$ cat config.mk
export PLATFORM = sky130hd
export DESIGN_NAME = biop_ports
export DESIGN_NICKNAME = d
export VERILOG_FILES = /design/src/rtl/biop_pkg.sv /design/src/rtl/biop_sync.sv /design/src/rtl/biop_ports.sv
export SDC_FILE = /design/constraint.sdc
export NUM_CORES = 1
export LEC_CHECK = 0
export BUFFER_PORTS_ARGS = -buffer_cell sky130_fd_sc_hd__clkbuf_2
export CAP_MARGIN = 0
export CORE_ASPECT_RATIO = 1.75
export CORE_MARGIN = 2
export CORE_UTILIZATION = 50
export CTS_BUF_LIST = sky130_fd_sc_hd__clkbuf_4 sky130_fd_sc_hd__clkbuf_8 sky130_fd_sc_hd__clkbuf_16
export DETAILED_ROUTE_END_ITERATION = 16
export GPL_TIMING_DRIVEN = 0
export PLACE_DENSITY_LB_ADDON = 0.12
export SYNTH_ARGS = -nofsm -noshare
export SYNTH_HDL_FRONTEND = slang
export SYNTH_SLANG_ARGS = --single-unit
$ cat constraint.sdc
create_clock -name clk -period 3.5 [get_ports clk]
set_input_delay 0.35 -clock clk [delete_from_list [all_inputs] [get_ports clk]]
set_output_delay 0.35 -clock clk [all_outputs]
set_load 0.005 [all_outputs]
$ cat src/rtl/biop_pkg.sv
// Constants, register map and shared types of the bidirectional port block
package biop_pkg;

	// ----------------------------------------
	// Widths
	// ----------------------------------------
	localparam int ADDR_W = 12;
	localparam int DATA_W = 32;
	localparam int PA_W = 5;
	localparam int PB_W = 8;
	localparam int ANALOG_W = 4;
	localparam int IDX_W = 8;
	localparam int SYNC_STAGES = 2;

	// ----------------------------------------
	// Register indices; byte address is four times the index
	// ----------------------------------------
	localparam logic [IDX_W-1:0] IDX_PA_DATA = 8'h05;
	localparam logic [IDX_W-1:0] IDX_PB_DATA = 8'h06;
	localparam logic [IDX_W-1:0] IDX_PA_SET = 8'h10;
	localparam logic [IDX_W-1:0] IDX_PA_CLR = 8'h11;
	localparam logic [IDX_W-1:0] IDX_PB_SET = 8'h12;
	localparam logic [IDX_W-1:0] IDX_PB_CLR = 8'h13;
	localparam logic [IDX_W-1:0] IDX_OPTION = 8'h81;
	localparam logic [IDX_W-1:0] IDX_PA_DIR = 8'h85;
	localparam logic [IDX_W-1:0] IDX_PB_DIR = 8'h86;
	localparam logic [IDX_W-1:0] IDX_ANALOG = 8'h9f;

	// Bit positions of the index inside an APB address
	localparam int IDX_LSB = 2;
	localparam int IDX_MSB = IDX_LSB + IDX_W - 1;

	// ----------------------------------------
	// Reset values and field positions
	// ----------------------------------------
	localparam logic [7:0] RST_OPTION = 8'hff;
	localparam logic [PB_W-1:0] RST_PB_DIR = 8'hff;
	localparam logic [PA_W-1:0] RST_PA_DIR = 5'h1f;
	localparam logic [ANALOG_W-1:0] RST_ANALOG = 4'hf;
	localparam logic [PB_W-1:0] RST_PB_LATCH = 8'h00;
	localparam logic [PA_W-1:0] RST_PA_LATCH = 5'h00;
	localparam int OPT_PULLUP_BIT = 7;
	localparam int PA_TIMER_BIT = 4;

	// ----------------------------------------
	// Types
	// ----------------------------------------
	// Latch and direction of one port travel together
	typedef struct packed {
		logic [PB_W-1:0] latch;
		logic [PB_W-1:0] dir;
	} biop_port_s;

	// Modification applied on a data write: store pwdata, or set or clear the sampled pins
	typedef enum logic [1:0] {WOP_NONE, WOP_STORE, WOP_SET, WOP_CLR} biop_wop_e;

	// APB slave phase
	typedef enum logic {APB_IDLE, APB_ACCESS} biop_apb_e;

endpackage : biop_pkg

$ cat src/rtl/biop_sync.sv
// Two-flop synchroniser for a bus of pin levels
`timescale 1ns/1ps

module biop_sync #(
	parameter int W = 8
) (
	input wire logic clk,
	input wire logic rstn,
	input wire logic [W-1:0] din,
	output logic [W-1:0] dout
);

	logic [W-1:0] meta_q;

	// First stage feeds only the second stage
	always_ff @(posedge clk or negedge rstn) begin
		if (!rstn) begin
			meta_q <= '0;
			dout <= '0;
		end else begin
			meta_q <= din;
			dout <= meta_q;
		end
	end

endmodule : biop_sync

$ cat src/rtl/biop_ports.sv
// Two bidirectional I/O ports behind an APB register slave
// Function
// - Port A has five pins, each with one latch bit and one direction bit.
// - Port A direction bit 1 puts that pin driver in high impedance.
// - Port A direction bit 0 drives the pin from its latch bit.
// - Data register reads return pin levels; writes update only the latch.
// - Set and clear writes sample pins, modify, then store into the latch; plain data writes store pwdata.
// - Self-referencing modifications take pin levels, so low inputs write zero.
// - Port A bit 4 feeds the timer clock and drives open drain only.
// - Port A bits 3:0 select digital or analog by analog config bits.
// - After reset bits 3:0 are analog and digital reads return zero.
// - Direction bits still steer drivers in analog use; software keeps them set.
// - Port B has eight pins with direction: 1 input, 0 drives latch.
// - Port B weak pull-ups enabled together by clearing option bit 7.
// - A port B pull-up is off whenever that pin is an output.
// - Port B pull-ups are disabled after reset.
// - Port B direction resets to all ones on every reset.
//
// Register access over APB was chosen for this implementation.
`timescale 1ns/1ps

module biop_ports #(
	parameter int PA_W = biop_pkg::PA_W,
	parameter int PB_W = biop_pkg::PB_W
) (
	input wire logic clk,
	input wire logic rstn,
	input wire logic psel,
	input wire logic penable,
	input wire logic pwrite,
	input wire logic [biop_pkg::ADDR_W-1:0] paddr,
	input wire logic [biop_pkg::DATA_W-1:0] pwdata,
	output logic [biop_pkg::DATA_W-1:0] prdata,
	output logic pready,
	output logic pslverr,
	input wire logic [PA_W-1:0] paIn,
	output logic [PA_W-1:0] paOut,
	output logic [PA_W-1:0] paOeN,
	input wire logic [PB_W-1:0] pbIn,
	output logic [PB_W-1:0] pbOut,
	output logic [PB_W-1:0] pbOeN,
	output logic [PB_W-1:0] pbPullupEn,
	output logic timerClockInput,
	output logic [biop_pkg::ANALOG_W-1:0] analogSelect
);

	// ----------------------------------------
	// Declarations
	// ----------------------------------------
	localparam int AW = biop_pkg::ANALOG_W;
	localparam int TB = biop_pkg::PA_TIMER_BIT;
	// Timer pin position as a port-wide mask, sized to the port
	localparam logic [PA_W-1:0] OD_MASK = PA_W'(1) << TB;

	biop_pkg::biop_apb_e state_q;
	biop_pkg::biop_port_s port_a_data_q;
	biop_pkg::biop_port_s port_b_data_q;
	logic [7:0] option_q;
	logic [AW-1:0] analog_q;
	logic [PA_W-1:0] paSync;
	logic [PB_W-1:0] pbSync;
	logic [PA_W-1:0] paRead;
	logic [biop_pkg::IDX_W-1:0] idx;
	logic hit;
	logic [biop_pkg::DATA_W-1:0] rdData;
	logic wrEn;
	biop_pkg::biop_wop_e opA;
	biop_pkg::biop_wop_e opB;
	logic [PA_W-1:0] wrA;
	logic [PB_W-1:0] wrB;
	logic [PA_W-1:0] latchA;
	logic [PA_W-1:0] dirA;

	// ----------------------------------------
	// Pin sampling
	// ----------------------------------------
	// Both ports are read through two-flop synchronisers
	biop_sync #(.W(PA_W)) u_sync_a (
		.clk(clk),
		.rstn(rstn),
		.din(paIn),
		.dout(paSync)
	);

	biop_sync #(.W(PB_W)) u_sync_b (
		.clk(clk),
		.rstn(rstn),
		.din(pbIn),
		.dout(pbSync)
	);

	// Analog pins read as zero on the digital side
	assign paRead = paSync & ~{{(PA_W-AW){1'b0}}, analog_q};
	assign latchA = port_a_data_q.latch[PA_W-1:0];
	assign dirA = port_a_data_q.dir[PA_W-1:0];

	// ----------------------------------------
	// APB decode and read mux
	// ----------------------------------------
	assign idx = paddr[biop_pkg::IDX_MSB:biop_pkg::IDX_LSB];

	// Address decode; unmapped words read zero and flag an error
	always_comb begin
		hit = 1'b1;
		rdData = '0;
		case (idx)
			biop_pkg::IDX_PA_DATA: rdData[PA_W-1:0] = paRead;
			biop_pkg::IDX_PB_DATA: rdData[PB_W-1:0] = pbSync;
			biop_pkg::IDX_PA_DIR: rdData[PA_W-1:0] = dirA;
			biop_pkg::IDX_PB_DIR: rdData[PB_W-1:0] = port_b_data_q.dir;
			biop_pkg::IDX_OPTION: rdData[7:0] = option_q;
			biop_pkg::IDX_ANALOG: rdData[AW-1:0] = analog_q;
			biop_pkg::IDX_PA_SET, biop_pkg::IDX_PA_CLR: rdData[PA_W-1:0] = paRead;
			biop_pkg::IDX_PB_SET, biop_pkg::IDX_PB_CLR: rdData[PB_W-1:0] = pbSync;
			default: hit = 1'b0;
		endcase
		if (paddr[biop_pkg::IDX_LSB-1:0] != '0 || paddr[biop_pkg::ADDR_W-1:biop_pkg::IDX_MSB+1] != '0) begin
			hit = 1'b0;
			rdData = '0;
		end
	end

	// ----------------------------------------
	// APB phase tracking and answer
	// ----------------------------------------
	// Answer without wait states: pready rises for the access cycle
	always_ff @(posedge clk or negedge rstn) begin
		if (!rstn) begin
			state_q <= biop_pkg::APB_IDLE;
			pready <= 1'b0;
			pslverr <= 1'b0;
			prdata <= '0;
		end else begin
			case (state_q)
				biop_pkg::APB_IDLE: begin
					if (psel && !penable) begin
						state_q <= biop_pkg::APB_ACCESS;
						pready <= 1'b1;
						pslverr <= !hit;
						prdata <= pwrite ? '0 : rdData;
					end
				end
				biop_pkg::APB_ACCESS: begin
					state_q <= biop_pkg::APB_IDLE;
					pready <= 1'b0;
					pslverr <= 1'b0;
				end
				default: begin
					state_q <= biop_pkg::APB_IDLE;
					pready <= 1'b0;
					pslverr <= 1'b0;
				end
			endcase
		end
	end

	// Write takes effect only at the completing access edge
	assign wrEn = psel && penable && pwrite && pready && !pslverr;

	// ----------------------------------------
	// Read-modify-write of the output latches
	// ----------------------------------------
	// Pick the modification applied to each port
	always_comb begin
		opA = biop_pkg::WOP_NONE;
		opB = biop_pkg::WOP_NONE;
		if (wrEn) begin
			case (idx)
				biop_pkg::IDX_PA_DATA: opA = biop_pkg::WOP_STORE;
				biop_pkg::IDX_PA_SET: opA = biop_pkg::WOP_SET;
				biop_pkg::IDX_PA_CLR: opA = biop_pkg::WOP_CLR;
				biop_pkg::IDX_PB_DATA: opB = biop_pkg::WOP_STORE;
				biop_pkg::IDX_PB_SET: opB = biop_pkg::WOP_SET;
				biop_pkg::IDX_PB_CLR: opB = biop_pkg::WOP_CLR;
				default: begin
					opA = biop_pkg::WOP_NONE;
					opB = biop_pkg::WOP_NONE;
				end
			endcase
		end
	end

	// Port A: sampled pins are the source of set and clear; a store takes pwdata
	always_comb begin
		case (opA)
			biop_pkg::WOP_STORE: wrA = pwdata[PA_W-1:0];
			biop_pkg::WOP_SET: wrA = paRead | pwdata[PA_W-1:0];
			biop_pkg::WOP_CLR: wrA = paRead & ~pwdata[PA_W-1:0];
			default: wrA = latchA;
		endcase
	end

	// Port B: same scheme
	always_comb begin
		case (opB)
			biop_pkg::WOP_STORE: wrB = pwdata[PB_W-1:0];
			biop_pkg::WOP_SET: wrB = pbSync | pwdata[PB_W-1:0];
			biop_pkg::WOP_CLR: wrB = pbSync & ~pwdata[PB_W-1:0];
			default: wrB = port_b_data_q.latch;
		endcase
	end

	// ----------------------------------------
	// Registers
	// ----------------------------------------
	// Port A latch and direction
	always_ff @(posedge clk or negedge rstn) begin
		if (!rstn) begin
			port_a_data_q.latch <= '0;
			port_a_data_q.dir <= {{(PB_W-PA_W){1'b0}}, biop_pkg::RST_PA_DIR};
		end else begin
			port_a_data_q.latch[PA_W-1:0] <= wrA;
			if (wrEn && idx == biop_pkg::IDX_PA_DIR) begin
				port_a_data_q.dir[PA_W-1:0] <= pwdata[PA_W-1:0];
			end
		end
	end

	// Port B latch and direction
	always_ff @(posedge clk or negedge rstn) begin
		if (!rstn) begin
			port_b_data_q.latch <= biop_pkg::RST_PB_LATCH;
			port_b_data_q.dir <= biop_pkg::RST_PB_DIR;
		end else begin
			port_b_data_q.latch <= wrB;
			if (wrEn && idx == biop_pkg::IDX_PB_DIR) begin
				port_b_data_q.dir <= pwdata[PB_W-1:0];
			end
		end
	end

	// Option and analog configuration
	always_ff @(posedge clk or negedge rstn) begin
		if (!rstn) begin
			option_q <= biop_pkg::RST_OPTION;
			analog_q <= biop_pkg::RST_ANALOG;
		end else begin
			if (wrEn && idx == biop_pkg::IDX_OPTION) begin
				option_q <= pwdata[7:0];
			end
			if (wrEn && idx == biop_pkg::IDX_ANALOG) begin
				analog_q <= pwdata[AW-1:0];
			end
		end
	end

	// ----------------------------------------
	// Pin drivers
	// ----------------------------------------
	// Port A: push-pull on low bits, open drain on the timer pin
	always_ff @(posedge clk or negedge rstn) begin
		if (!rstn) begin
			paOut <= '0;
			paOeN <= '1;
		end else begin
			paOut <= latchA & ~OD_MASK;
			paOeN <= dirA;
			paOeN[TB] <= dirA[TB] | latchA[TB];
		end
	end

	// Port B drivers and weak pull-ups
	always_ff @(posedge clk or negedge rstn) begin
		if (!rstn) begin
			pbOut <= '0;
			pbOeN <= '1;
			pbPullupEn <= '0;
		end else begin
			pbOut <= port_b_data_q.latch;
			pbOeN <= port_b_data_q.dir;
			pbPullupEn <= {PB_W{!option_q[biop_pkg::OPT_PULLUP_BIT]}} & port_b_data_q.dir;
		end
	end

	// Timer clock tap and analog select outputs
	always_ff @(posedge clk or negedge rstn) begin
		if (!rstn) begin
			timerClockInput <= 1'b0;
			analogSelect <= biop_pkg::RST_ANALOG;
		end else begin
			timerClockInput <= paSync[TB];
			analogSelect <= analog_q;
		end
	end
endmodule : biop_ports

==> flow_summary.yaml <==
timing:
  period_needed_ns: 1.99
  rsz0062_at_grt: "no"
  tightest_slew_ns: 0.815
  tns_ns: 0
  fin_crit_sh_pct: 57.0
  whs_ns: 0.0422
  skew_ns: 0.00665
  drv_slew: 0
  hold_violations: 0
  setup_violations: 0
  slew_headroom_pct: 45.1
  fmaxAchievable_ghz: 0.501
die:
  core_area_mm2: 0.00867
  die_area_mm2: 0.00969
  initial_core_util_pct: 51.2
  fp-row-count: 45
  die_x_um: 75.3
  die_h_um: 129
  ios: 135
synth:
  synth_edf_count: 0
  synth_top_cell_area_share_pct: 40.0
  synth-seq-cells: 113
  yosys.area.top_type: "dfrtp_1"
  avgSynthCellArea_um2: 13.1
  ys.flop_type: "dfrtp_1"
  synth_area_leaders: "dfrtp_1 40%, dfstp_2 25%, mux2_2 6.3%, buf_4 4.4%, nand2_1 3.5%"
  netlist_instances: 338
  syn_area_mm2: 0.00444
  ys_seq_area_share_pct: 64.8
  yosys_warnings: 0
  ys_async_sr_fraction_pct: 100
  yosysUniqueCellTypes: 47
clock_tree:
  clock_sinks: 113
  postCtsSetupRepairBufs: 0
  ctsHtreeMaxLevel: 4
  root_buffer: "clkbuf_16"
  cts_tree: "done"
  clock_path_buffers: 2
  cts.clk_slew.worst_paths_ns: 0.05
  cts.hold.buffers_added: 0
  clock_latency_ns: 0.41
  post_cts_resized: 0
  cts_buffers: 17
outcome:
  outcome: "completed"
route:
  drt-initial-drc-count: 115
  route.detailed.drc: 0
  drtPass1Iterations: 6
  ant_nets: 0
  finalWirelength_um: 9180
  vias_per_cell: 4.96
  wl_per_cell_um: 15.5
  vias: 2945
final_layout:
  drive_gt1_share_pct: 47.0
  finalNetCount: 526
  multiInputGateArea_mm2: 0.00140
  final-instance-count-excl-fill: 594
  diodes: 0
  syn_to_final_growth_pct: 28.3
  regArea_mm2: 0.00288
  final_area_mm2: 0.00570
  fillers: 737
setup_path:
  slowest_stage: "a2111oi_4"
  end_kind: "flip-flop"
  critPathTopFamily: "compound AO/OA/AOI/OAI gates"
  cp.required_ns: 3.83
  startpoint_type: "primary input"
  cp_num_buf_inv: 3
  crit_arrival_ns: 2.33
  path_max_fanout: 10
  slowest_delay_ns: 0.69
  path_class: "in2reg"
  worstPathCellList: "clkbuf_2 -> or3b_4 -> a2111oi_4 -> and2_0 -> buf_4 -> buf_8 -> nor2_2 -> a31oi_2"
job:
  maxCapViolations: 0
power_and_ir_drop:
  power_switching_uw: 640
  p_comb_share_pct: 4.3
  clkPwrFrac_pct: 52.8
  netSwitchingFraction_pct: 20.2
  pwr-share-seq_pct: 42.9
  p_int_uw: 2520
  power.density_mw_per_mm2: 555
  ir_worst_vdd_v: 0.000396
  p_leak_uw: 0.00274
grt:
  grt_max_degree: 114
  globalRouteOverflowTotal: 0
  globalRouteTotalUtil_pct: 20.8
  grt_pass1_wl_um: 14500
  grt_pass1_vias: 2826
  antenna_found_initial: 0
placement:
  numPlacedInstances: 562
  place.gp.congestion: 0.874
  hpwlAfterDp_um: 6550
  dpl-instance-area_mm2: 0.00510
  io_buffers: 83
min_path:
  hold_class: "in2reg"
-- power groups by stage --
stage	clock network [uW]	registers (uW)	logic [uW]
after detailed placement	0	1380	137
after floorplan	0	1370	62.7
after global routing	1770	1360	154
after global placement	0	1380	135
final	1670	1360	137
after CTS	1700	1360	138
-- kinds of logic after synthesis --
group	count (synthesis)	share of synthesized area (%)
DFF	113	64.8
muxes	25	6.34
AOI/OAI and AO/OA	44	8.39
and+or+nand+nor	117	14.7
buffers and inverters	38	5.69
other	1	0.0844
-- cells in the mapped netlist (2+ instances only) --
cell type,number
a222oi_1,4
a22o_1,9
a22oi_1,2
a31oi_1,6
a31oi_2,2
a32oi_1,4
and3_1,7
buf_4,26
clkbuf_1,8
dfrtp_1,71
dfstp_2,42
inv_1,2
mux2_2,25
nand2_1,42
nand2b_1,2
nand3b_1,12
nand4_1,4
nor2_1,13
nor2_2,2
nor2b_1,13
nor3_1,2
nor4_1,2
o211ai_1,4
o21ai_0,5
or2_2,3
or4_1,5
-- flip-flops by register name, indices dropped and copies added, names as in the netlist --
signal           count
timerClockInput      1
paOeN                5
pready               1
option_q             8
u_sync_a.meta_q      5
analog_q             4
paOut                4
u_sync_b.meta_q      8
pslverr              1
port_b_data_q       16
prdata               8
pbOut                8
latchA               5
analogSelect         4
state_q              1
pbOeN                8
pbPullupEn           8
dirA                 5
u_sync_a.dout        5
u_sync_b.dout        8
-- metrics by stage --
| stage | worst slack [ns] | total power (uW) | util (%) |
|---|---|---|---|
| final | 1.51 | 3160 | 65.7 |
| after global routing | 1.35 | 3280 | 65.7 |
| after CTS | 1.49 | 3200 | 65.7 |
| after detailed placement | 1.06 | 1510 | 58.9 |
| after global placement | 0.666 | 1510 | 58.8 |
| after floorplan | 1.58 | 1440 | - |
-- routing by layer --
| metal | share of wire [%] | vias to the layer above | global-route usage, % |
|---|---|---|---|
| met5 | 0 | - | 0 |
| met4 | 3.4 | 0 | 10.8 |
| met3 | 4.5 | 20 | 6.58 |
| met2 | 54 | 91 | 33.7 |
| met1 | 38 | 1436 | 24.2 |
| li1 | - | 1398 | - |
-- layout by cell type, fill, tap and decap left out, types with 2 or more instances in the layout --
| master | n |
|---|---|
| a222oi_1 | 4 |
| a22o_1 | 9 |
| a22oi_1 | 2 |
| a31oi_1 | 6 |
| a31oi_2 | 2 |
| a32oi_1 | 4 |
| and3_1 | 7 |
| buf_4 | 26 |
| clkbuf_1 | 8 |
| clkbuf_16 | 17 |
| clkbuf_2 | 82 |
| clkbuf_4 | 5 |
| clkbuf_8 | 7 |
| clkinvlp_4 | 2 |
| conb_1 | 25 |
| dfrtp_1 | 71 |
| dfstp_2 | 42 |
| inv_1 | 2 |
| mux2_2 | 25 |
| nand2_1 | 42 |
| nand2b_1 | 2 |
| nand3b_1 | 12 |
| nand4_1 | 4 |
| nor2_1 | 13 |
| nor2_2 | 2 |
| nor2b_1 | 13 |
| nor3_1 | 2 |
| nor4_1 | 2 |
| o211ai_1 | 4 |
| o21ai_0 | 5 |
| or2_2 | 3 |
| or4_1 | 5 |
-- final timing paths --
check / startpoint / to / slack [ns] / depth (start not counted)
worst min register to register: u_sync_b.meta_q[1] / u_sync_b.dout[1] / 0.34 / 0
max in group asynchronous: rstn / prdata[4] / 2.90 / 1
min in group asynchronous: rstn / pbPullupEn[2] / 0.06 / 1
worst max register to register: pready / dirA[4] / 1.56 / 5
worst min-delay path: paIn[1] / u_sync_a.meta_q[1] / 0.04 / 1
worst max-delay path: paddr[2] / port_b_data_q[14] / 1.51 / 8
-- layout make-up --
class / instances / area share, %
multi-input combinational: 211 / 24.6
buffer: 36 / 4.30
clock inverter: 4 / 0.878
timing repair buffer: 83 / 7.44
tap: 117 / 2.57
clock buffer: 28 / 9.57
sequential: 113 / 50.5
inverter: 2 / 0.132
Note: power is estimated with default switching activity, not from simulation.
